### src/verilog/qpsr_params.svh
// Constants for the queue peek and status register bank
// Assumes inclusion by bare name from the package and design files
`ifndef QPSR_PARAMS_SVH
`define QPSR_PARAMS_SVH

// =====================================
// Geometry
`define QPSR_NQ 16
`define QPSR_QW 4
`define QPSR_AW 10
`define QPSR_STRIDE_SH 4
// Per-queue register offsets within the stride
`define QPSR_OFF_TALLY 4'h0
`define QPSR_OFF_OCTET 4'h4
`define QPSR_OFF_HEAD 4'h8
`define QPSR_OFF_LEVEL 4'hC
// Block-wide registers above the queue area
`define QPSR_OFF_IRQ_STAT 10'h100
`define QPSR_OFF_IRQ_MASK 10'h104
`define QPSR_OFF_CAPS 10'h108
`define QPSR_QAREA_TOP 10'h100

// =====================================
// Field widths and positions
`define QPSR_CNT_W 19
`define QPSR_BYTE_W 32
`define QPSR_SIZE_W 17
`define QPSR_THR_W 10
`define QPSR_POL_BIT 7
`define QPSR_CODE_W 4
`define QPSR_LEVEL_RST 8'h81
`define QPSR_CODE_SAT 4'hA
`define QPSR_THR_MAX 10'h3FF
`define QPSR_NEVT 3
`define QPSR_EVT_OVR 0
`define QPSR_EVT_UND 1
`define QPSR_EVT_WDENY 2
// Queues built with counting: default all
`define QPSR_COUNT_CAPS 16'hFFFF
// Queues that drive a threshold pin
`define QPSR_PIN_QUEUES 16'h00FF

`endif

### src/verilog/qpsr_pkg.sv
// Types for the queue peek and status register bank
// Assumes qpsr_params.svh on the include path
`include "qpsr_params.svh"

package qpsr_pkg;
  // One push or pop event from the queue engine
  typedef struct packed {
    logic push;
    logic pop;
    logic [`QPSR_QW-1:0] qid;
    logic [`QPSR_SIZE_W-1:0] size;
  } qpsr_evt_t;

  // Register bus request
  typedef struct packed {
    logic wr;
    logic rd;
    logic [`QPSR_AW-1:0] addr;
    logic [31:0] wdata;
    logic wr_allowed;
  } qpsr_bus_t;

  // Threshold configuration per queue
  typedef struct packed {
    logic pol;
    logic [`QPSR_CODE_W-1:0] code;
  } qpsr_level_t;
endpackage

### src/verilog/qpsr_top.sv
// Per-queue peek and status register bank
// Function
// (RULE1) Entry count per counted queue, 19-bit read-only field.
// (RULE2) Count registers exist only for queues built with counting.
// (RULE3) Byte total per counted queue, 32-bit read-only field.
// (RULE4) Head packet size, 17 bits, zero when none was given.
// (RULE5) Threshold flag re-evaluated on every push and pop; refused pushes at full count and pops at zero skip it.
// (RULE6) Polarity set: flag when count >= threshold; cleared: count below.
// (RULE7) Code 0 gives 0, 10 or more 0x3FF, else 2^t-1.
// (RULE8) Software writes 0x81 for accumulator queues: flag on non-empty.
// (RULE9) Unused bits read zero, writes to them ignored.
// (RULE10) Level config writes only accepted from permitted requesters.
// (RULE11) Queue N registers at 16*N plus 0, 4, 8, 0xC.
// (RULE12) Level config register exists for every queue.
// (RULE13) Selected transmit queues drive a threshold pin from the flag.
// (RULE14) Push adds one and size; pop subtracts one and size.
// Assumes a queue engine giving push/pop events with the packet size on push and pop
// (plus size of new head on pop); at most one event per cycle; one clock.
//
// Our own choice: the address-and-strobe port.
`include "qpsr_params.svh"
`timescale 1ns/1ps
`default_nettype none

module qpsr_top (
  input wire logic ref_clk,
  input wire logic reset,
  input wire logic bus_wr,
  input wire logic bus_rd,
  input wire logic [`QPSR_AW-1:0] bus_addr,
  input wire logic [31:0] bus_wdata,
  input wire logic bus_wr_allowed,
  output logic [31:0] bus_rdata,
  input wire logic evt_push,
  input wire logic evt_pop,
  input wire logic [`QPSR_QW-1:0] evt_qid,
  input wire logic [`QPSR_SIZE_W-1:0] evt_size,
  input wire logic [`QPSR_SIZE_W-1:0] evt_head_size,
  output logic [`QPSR_NQ-1:0] queue_level_flag,
  output logic [`QPSR_NQ-1:0] level_pin,
  output logic irq
);
  qpsr_pkg::qpsr_bus_t bus;
  qpsr_pkg::qpsr_evt_t ev;
  logic [`QPSR_CNT_W-1:0] tally_r [`QPSR_NQ];
  logic [`QPSR_BYTE_W-1:0] octet_r [`QPSR_NQ];
  qpsr_pkg::qpsr_level_t level_r [`QPSR_NQ];
  logic [`QPSR_NQ-1:0] flag_r;
  logic [`QPSR_NEVT-1:0] stat_r;
  logic [`QPSR_NEVT-1:0] mask_r;
  logic [`QPSR_NEVT-1:0] evt_set;
  logic [`QPSR_CNT_W-1:0] cnt_cur;
  logic [`QPSR_CNT_W-1:0] cnt_nxt;
  logic [`QPSR_BYTE_W-1:0] byte_cur;
  logic [`QPSR_BYTE_W-1:0] byte_nxt;
  logic [`QPSR_SIZE_W-1:0] head_wdata;
  logic [`QPSR_SIZE_W-1:0] head_rdata;
  logic [`QPSR_QW-1:0] rq;
  logic [3:0] roff;
  logic in_qarea;
  logic rd_d_r;
  logic [`QPSR_AW-1:0] raddr_r;
  logic [31:0] rword;
  logic is_counted;
  logic ev_any;
  logic ev_push_ok;
  logic ev_pop_ok;
  logic lvl_wr;
  logic [`QPSR_QW-1:0] wq;
  logic [`QPSR_NEVT-1:0] stat_seen_r;
  localparam logic [7:0] level_rst = `QPSR_LEVEL_RST;

  // =====================================
  // Threshold expansion and comparison
  function automatic logic [`QPSR_THR_W-1:0] thr_expand(
    input logic [`QPSR_CODE_W-1:0] code
  );
    logic [`QPSR_THR_W-1:0] v;
    v = '0;
    if (code == '0) begin
      v = '0; // [RULE7]
    end else if (code >= `QPSR_CODE_SAT) begin
      v = `QPSR_THR_MAX; // [RULE7]
    end else begin
      v = `QPSR_THR_W'((`QPSR_THR_W'(1) << code) - `QPSR_THR_W'(1)); // [RULE7]
    end
    return v;
  endfunction

  function automatic logic level_eval(
    input logic [`QPSR_CNT_W-1:0] cnt,
    input qpsr_pkg::qpsr_level_t cfg
  );
    logic ge;
    ge = cnt >= `QPSR_CNT_W'(thr_expand(cfg.code));
    return cfg.pol ? ge : !ge; // [RULE6]
  endfunction

  // =====================================
  // Bundle the ports
  assign bus.wr = bus_wr;
  assign bus.rd = bus_rd;
  assign bus.addr = bus_addr;
  assign bus.wdata = bus_wdata;
  assign bus.wr_allowed = bus_wr_allowed;
  assign ev.push = evt_push;
  assign ev.pop = evt_pop;
  assign ev.qid = evt_qid;
  assign ev.size = evt_size;

  // =====================================
  // Queue event arithmetic
  assign is_counted = ((`QPSR_COUNT_CAPS >> ev.qid) & 16'h0001) !=
                      16'h0000; // [RULE2]
  assign cnt_cur = tally_r[ev.qid];
  assign byte_cur = octet_r[ev.qid];
  assign ev_any = ev.push ^ ev.pop;
  // Refuse counts that would wrap
  assign ev_push_ok = ev_any && ev.push && !(&cnt_cur);
  assign ev_pop_ok = ev_any && ev.pop && (cnt_cur != '0);

  // Next count and byte total for the event queue
  always_comb begin
    cnt_nxt = cnt_cur;
    byte_nxt = byte_cur;
    if (ev_push_ok) begin
      cnt_nxt = cnt_cur + `QPSR_CNT_W'(1); // [RULE14]
      byte_nxt = byte_cur + `QPSR_BYTE_W'(ev.size); // [RULE14]
    end else if (ev_pop_ok) begin
      cnt_nxt = cnt_cur - `QPSR_CNT_W'(1); // [RULE14]
      byte_nxt = byte_cur - `QPSR_BYTE_W'(ev.size); // [RULE14]
    end
  end

  // Entry and byte counters
  always_ff @(posedge ref_clk) begin
    if (reset) begin
      for (int i = 0; i < `QPSR_NQ; i++) begin
        tally_r[i] <= '0;
        octet_r[i] <= '0;
      end
    end else if (is_counted && (ev_push_ok || ev_pop_ok)) begin
      tally_r[ev.qid] <= cnt_nxt; // [RULE1] [RULE3]
      octet_r[ev.qid] <= byte_nxt;
    end
  end

  // Status flags, refreshed on push and pop
  always_ff @(posedge ref_clk) begin
    if (reset) begin
      flag_r <= '0;
    end else if (ev_push_ok || ev_pop_ok) begin
      flag_r[ev.qid] <= level_eval(cnt_nxt, level_r[ev.qid]); // [RULE5]
    end
  end

  assign queue_level_flag = flag_r;
  assign level_pin = flag_r & `QPSR_PIN_QUEUES; // [RULE13]

  // =====================================
  // Head size memory: push onto empty or pop sets the new head
  assign head_wdata = ev.pop ? evt_head_size : ev.size;
  qpsr_head_ram u_head (
    .ref_clk(ref_clk),
    .we((ev_push_ok && cnt_cur == '0) || ev_pop_ok || reset),
    .waddr(reset ? rq : ev.qid),
    .wdata((reset || (ev_pop_ok && cnt_cur == `QPSR_CNT_W'(1))) ?
           '0 : head_wdata), // [RULE4]
    .raddr(rq),
    .rdata(head_rdata)
  );

  // =====================================
  // Register writes
  assign roff = bus.addr[3:0];
  assign rq = bus.addr[`QPSR_QW+`QPSR_STRIDE_SH-1:`QPSR_STRIDE_SH]; // [RULE11]
  assign in_qarea = bus.addr < `QPSR_QAREA_TOP;
  assign wq = rq;
  assign lvl_wr = bus.wr && in_qarea && roff == `QPSR_OFF_LEVEL;

  // Level config per queue, guarded write
  always_ff @(posedge ref_clk) begin
    if (reset) begin
      for (int i = 0; i < `QPSR_NQ; i++) begin
        level_r[i] <= qpsr_pkg::qpsr_level_t'({level_rst[`QPSR_POL_BIT],
                                              level_rst[`QPSR_CODE_W-1:0]});
      end
    end else if (lvl_wr && bus.wr_allowed) begin // [RULE10] [RULE12]
      level_r[wq].pol <= bus.wdata[`QPSR_POL_BIT]; // [RULE9]
      level_r[wq].code <= bus.wdata[`QPSR_CODE_W-1:0];
    end
  end

  // Interrupt mask
  always_ff @(posedge ref_clk) begin
    if (reset) begin
      mask_r <= '0;
    end else if (bus.wr && bus.addr == `QPSR_OFF_IRQ_MASK) begin
      mask_r <= bus.wdata[`QPSR_NEVT-1:0];
    end
  end

  // =====================================
  // Interrupt events: wrap refusals and denied writes
  always_comb begin
    evt_set = '0;
    evt_set[`QPSR_EVT_OVR] = ev.push && !ev.pop && (&cnt_cur);
    evt_set[`QPSR_EVT_UND] = ev.pop && !ev.push && cnt_cur == '0;
    evt_set[`QPSR_EVT_WDENY] = lvl_wr && !bus.wr_allowed; // [RULE10]
  end

  // Sticky status, cleared by read, set wins
  always_ff @(posedge ref_clk) begin
    if (reset) begin
      stat_r <= '0;
    end else if (bus.rd && bus.addr == `QPSR_OFF_IRQ_STAT) begin
      stat_r <= evt_set;
    end else begin
      stat_r <= stat_r | evt_set;
    end
  end

  assign irq = |(stat_r & mask_r);

  // =====================================
  // Read path: capture address, answer next cycle
  always_ff @(posedge ref_clk) begin
    if (reset) begin
      rd_d_r <= 1'b0;
      raddr_r <= '0;
      stat_seen_r <= '0;
    end else begin
      rd_d_r <= bus.rd;
      raddr_r <= bus.addr;
      stat_seen_r <= stat_r; // Status as seen before the clearing read
    end
  end

  // Read word mux; unused bits are zero
  always_comb begin
    logic [`QPSR_QW-1:0] q;
    logic cnt_ok;
    q = raddr_r[`QPSR_QW+`QPSR_STRIDE_SH-1:`QPSR_STRIDE_SH];
    cnt_ok = (`QPSR_COUNT_CAPS >> q & 16'h0001) != 16'h0000;
    rword = '0;
    if (raddr_r < `QPSR_QAREA_TOP) begin
      unique case (raddr_r[3:0])
        `QPSR_OFF_TALLY:
          rword = cnt_ok ? 32'(tally_r[q]) : '0; // [RULE1] [RULE9]
        `QPSR_OFF_OCTET:
          rword = cnt_ok ? octet_r[q] : '0; // [RULE3]
        `QPSR_OFF_HEAD:
          rword = (tally_r[q] == '0) ? '0 : 32'(head_rdata); // [RULE4]
        `QPSR_OFF_LEVEL:
          rword = {24'h000000, level_r[q].pol, 3'h0, level_r[q].code};
        default:
          rword = '0;
      endcase
    end else if (raddr_r == `QPSR_OFF_IRQ_STAT) begin
      rword = 32'(stat_seen_r);
    end else if (raddr_r == `QPSR_OFF_IRQ_MASK) begin
      rword = 32'(mask_r);
    end else if (raddr_r == `QPSR_OFF_CAPS) begin
      rword = {16'h0000, 16'(`QPSR_COUNT_CAPS)};
    end
  end

  // Read data from registered address and state, zero outside answer cycle
  always_comb begin
    bus_rdata = rd_d_r ? rword : '0; // [RULE9]
  end
endmodule
`default_nettype wire

### src/verilog/qpsr_head_ram.sv
// Small memory holding head packet size per queue, registered read
// Assumes one clock, synchronous writes, one read port
`include "qpsr_params.svh"
`timescale 1ns/1ps
`default_nettype none

module qpsr_head_ram (
  input wire logic ref_clk,
  input wire logic we,
  input wire logic [`QPSR_QW-1:0] waddr,
  input wire logic [`QPSR_SIZE_W-1:0] wdata,
  input wire logic [`QPSR_QW-1:0] raddr,
  output logic [`QPSR_SIZE_W-1:0] rdata
);
  logic [`QPSR_SIZE_W-1:0] mem [`QPSR_NQ];

  // =====================================
  // Write port
  always_ff @(posedge ref_clk) begin
    if (we) begin
      mem[waddr] <= wdata;
    end
  end

  // Registered read
  always_ff @(posedge ref_clk) begin
    rdata <= mem[raddr];
  end
endmodule
`default_nettype wire

### config.mk
export PLATFORM = sky130hd
export DESIGN_NAME = qpsr_top
export DESIGN_NICKNAME = d
export VERILOG_FILES = /design/src/verilog/qpsr_pkg.sv /design/src/verilog/qpsr_top.sv /design/src/verilog/qpsr_head_ram.sv
export VERILOG_INCLUDE_DIRS = /design/src /design/src/verilog
export SDC_FILE = /design/constraint.sdc
export NUM_CORES = 2
export LEC_CHECK = 0
export BUFFER_PORTS_ARGS = -buffer_cell sky130_fd_sc_hd__buf_2
export CAP_MARGIN = 20
export CELL_PAD_IN_SITES_DETAIL_PLACEMENT = 1
export CELL_PAD_IN_SITES_GLOBAL_PLACEMENT = 2
export CORE_MARGIN = 2
export CORE_UTILIZATION = 38
export DETAILED_ROUTE_END_ITERATION = 8
export PLACE_DENSITY_LB_ADDON = 0.12
export RECOVER_POWER = 50
export SYNTH_ARGS = -nofsm -noshare
export SYNTH_HDL_FRONTEND = slang
export SYNTH_SLANG_ARGS = --single-unit
### constraint.sdc
create_clock -name ref_clk -period 12.15 [get_ports ref_clk]
set_clock_uncertainty 0.2 [all_clocks]
set_input_delay 1.215 -clock ref_clk [delete_from_list [all_inputs] [get_ports ref_clk]]
set_output_delay 1.215 -clock ref_clk [all_outputs]
set_load 0.05 [all_outputs]
==> flow_summary.ini <==
[power_and_ir_drop]
leakage_nw = 23.0
vdd_ir_drop_max_mv = 0.159
p_per_area_nw_per_um2 = 153

[clock_network]
cts_max_path_buffers = 3
cts_buffers = 144
ctsResizeCount = 0
insertion_delay_ps = 820
clock-sinks = 1221
tritoncts = done
cts_hold_buf = 0
cts_setup_buffers = 0
cts.htree.levels = 4
root_buffer = clkbuf_16
clk_pin_slew_worst_paths_ps = 60

[grt]
grt_use_total = 0.276
overflow = 0
grt_max_degree = 109
grt_pass1_wl_um = 322000
antenna_found_initial = 7
grt_pass1_vias = 40900

[cells_and_area]
seqCellArea_um2 = 36100
n_fill_cell = 16100
utilization = 0.426
drive_gt1_frac = 0.246
syn_to_final_growth_pct = 11.6
multi_input_area_um2 = 23900
nNetsFinal = 4282
final_cells = 6435
stdcell_area_um2 = 69100

[drt]
vias = 39400
wl_per_cell_um = 35.7
drtPass1Iterations = 5
dr_wl_met3_um = 14800
drc = 0
drtAntennaViolNets = 0
dr_wl_met2_um = 112000
wl_um = 230000
m1WireLength_um = 95800
dr.max_layer_used = met4
vias_per_cell = 6.12
drt_iter0_drc = 4004

[status]
status = finished, violations left
violations = capacitance limit, slew limit

[setup_path]
critical_path_class = input pin to flop
cp.required_ps = 12570
crit_fanout = 65
r2r_start = tally_r[7][16]
crit_family = buffers and inverters
crit_slowest_cell = clkbuf_1
slowest_delay_ps = 1590
crit_chain = buf_8 > buf_4 > mux4_1 > a22oi_1 > nand2_1 > nand3_1 > nor2_1 > a21oi_4 > clkbuf_1 > nor2_1 > clkbuf_1 > nor3_1 > clkbuf_1 > nand2_1 > clkbuf_2 > nor2_1
worst_ep_arrival_time_ps = 10470
crit_start = evt_qid[0]
cp.buffers_inverters = 6
cp-start-kind = input pin
critPathCaptureType = flop

[synth]
yosys_warnings = 0
yosysUniqueCellTypes = 94
synth_area_leaders = edfxtp_1 (57%), mux4_2 (22%), nor2_1 (5.8%)
async_flop_share = 0
netlist_instances = 4123
synth_edf_count = 1168
syn_area_um2 = 61900
post-synth-top-count-cell = edfxtp_1
synthDominantCellAreaShare = 0.567
synth-seq-cells = 1221
synth_area_per_cell_um2 = 15.0
yosysTopAreaCell = edfxtp_1
seq_area_frac_synth = 0.584
ys.flop_type = edfxtp_1
synth_common_cells = edfxtp_1 (1168), nor2_1 (949), mux4_2 (607)

[job]
maxCapViolCount = 38

[placed_design]
pre_cts_slack_ps = 3040
dp.cells = 6171
routabilityCongestion = 0.831
port_buffers = 116
hpwl_um = 137000
place_area_um2 = 64900

[min_path]
hold_class = flop to flop
min_from = stat_r[2]

[floorplanning]
fp.dieArea_um2 = 166000
die_h_um = 408
dieWidth_um = 408
core_area_um2 = 162000
row_count = 148
io_pins = 152
start_util = 0.382

[timing]
max_freq_mhz = 99.5
hold_viol = 0
setup_viol = 0
worst_slack_ps = 2100
rsz0062_at_grt = false
setup_tns_ps = 0
drv_slew = 805
slew_headroom = -1.52
fin_crit_ps = 10050
worst_pin_slew_ps = 3730
finalCritPeriodShare = 0.827
-- placed cells by master, fill, tap and decap left out, types with 12 or more instances in the layout --
master     instances
edfxtp_1        1168
nor2_1           948
mux4_2           607
clkbuf_16        144
nand2_1          120
buf_4            110
clkbuf_1         106
buf_2             74
inv_1             67
a21oi_1           61
o21ai_0           55
dfxtp_1           50
ha_1              48
a22oi_1           40
nor2b_1           39
nand3_1           36
and2_0            36
or3_1             32
nor3_1            30
and2_1            26
mux2i_1           25
clkinv_1          24
nor4_1            21
nand2b_1          21
mux4_1            19
xor2_1            17
clkinv_2          16
a31oi_1           15
nand4_1           13
o21ai_1           13
xnor2_1           12
-- final timing paths --
path | end | slack (ps) | cells past startpoint
worst max register to register | octet_r[0][14] | 3030 | 14
worst min-delay path | stat_r[2] | 280 | 2
worst max-delay path | octet_r[0][14] | 2100 | 16
worst min register to register | stat_r[2] | 280 | 2
-- state kept, by name, indices dropped and copies added (netlist names) --
| name | count |
|---|---|
| mask_r | 3 |
| octet_r | 512 |
| queue_level_flag | 16 |
| u_head.rdata | 17 |
| u_head.mem | 272 |
| stat_r | 3 |
| stat_seen_r | 3 |
| rd_d_r | 1 |
| raddr_r | 10 |
| tally_r | 304 |
| level_r | 80 |
-- worst reg2reg max path: stages (launching register included) --
cell and delay [ps]:
edfxtp_1 390, mux4_2 500, a22o_1 240, nor2_1 740, nor3_1 300, and4_1 430, a21oi_4 180, clkbuf_1 1590
nor2_1 270, clkbuf_1 730, nor3_1 410, clkbuf_1 450, nand2_1 880, clkbuf_2 1180, nor2_1 420
-- cell type report --
cell class                      count  share of cell area
Inverter                           68             0.00371
Clock buffer                      198              0.0554
Antenna cell                        1           0.0000362
Multi-Input combinational cell   2463               0.346
Timing Repair Buffer              247              0.0222
Sequential cell                  1221               0.523
Clock inverter                     62              0.0102
Tap cell                         2175              0.0394
-- per-layer routing --
metal,up-vias,GRT usage
met5,-,0
met4,0,0.0816
met3,276,0.0440
met2,1434,0.455
met1,21500,0.378
li1,16100,-
-- stage by stage --
| stage | power, W | hold slack, ps |
|---|---|---|
| after global routing | 0.0109 | 304 |
| after floorplan | 0.00586 | 239 |
| after global placement | 0.00641 | 268 |
| final | 0.0106 | 284 |
| after detailed placement | 0.00643 | 274 |
| after CTS | 0.0106 | 286 |
-- logic make-up (layout without fill, tap and decap cells) --
logic type      count (synthesis)  in the layout  share of synthesized area
simple gates                 1391           1391                     0.0974
flops                        1221           1221                      0.584
mux                           654            654                      0.234
buf+inv                       446            575                     0.0327
compound gates                330            330                     0.0376
fa+ha+maj                      50             50                     0.0104
xor+xnor                       30             30                    0.00437
other cells                     1              9                  0.0000606
-- power breakdown --
group	total, W	switching (W)	internal, W
registers	0.00488	0.0000920	0.00479
clock network	0.00421	0.00186	0.00235
logic	0.00146	0.000957	0.000504
total	0.0106	0.00291	0.00764
(Power assumes the default switching activity.)
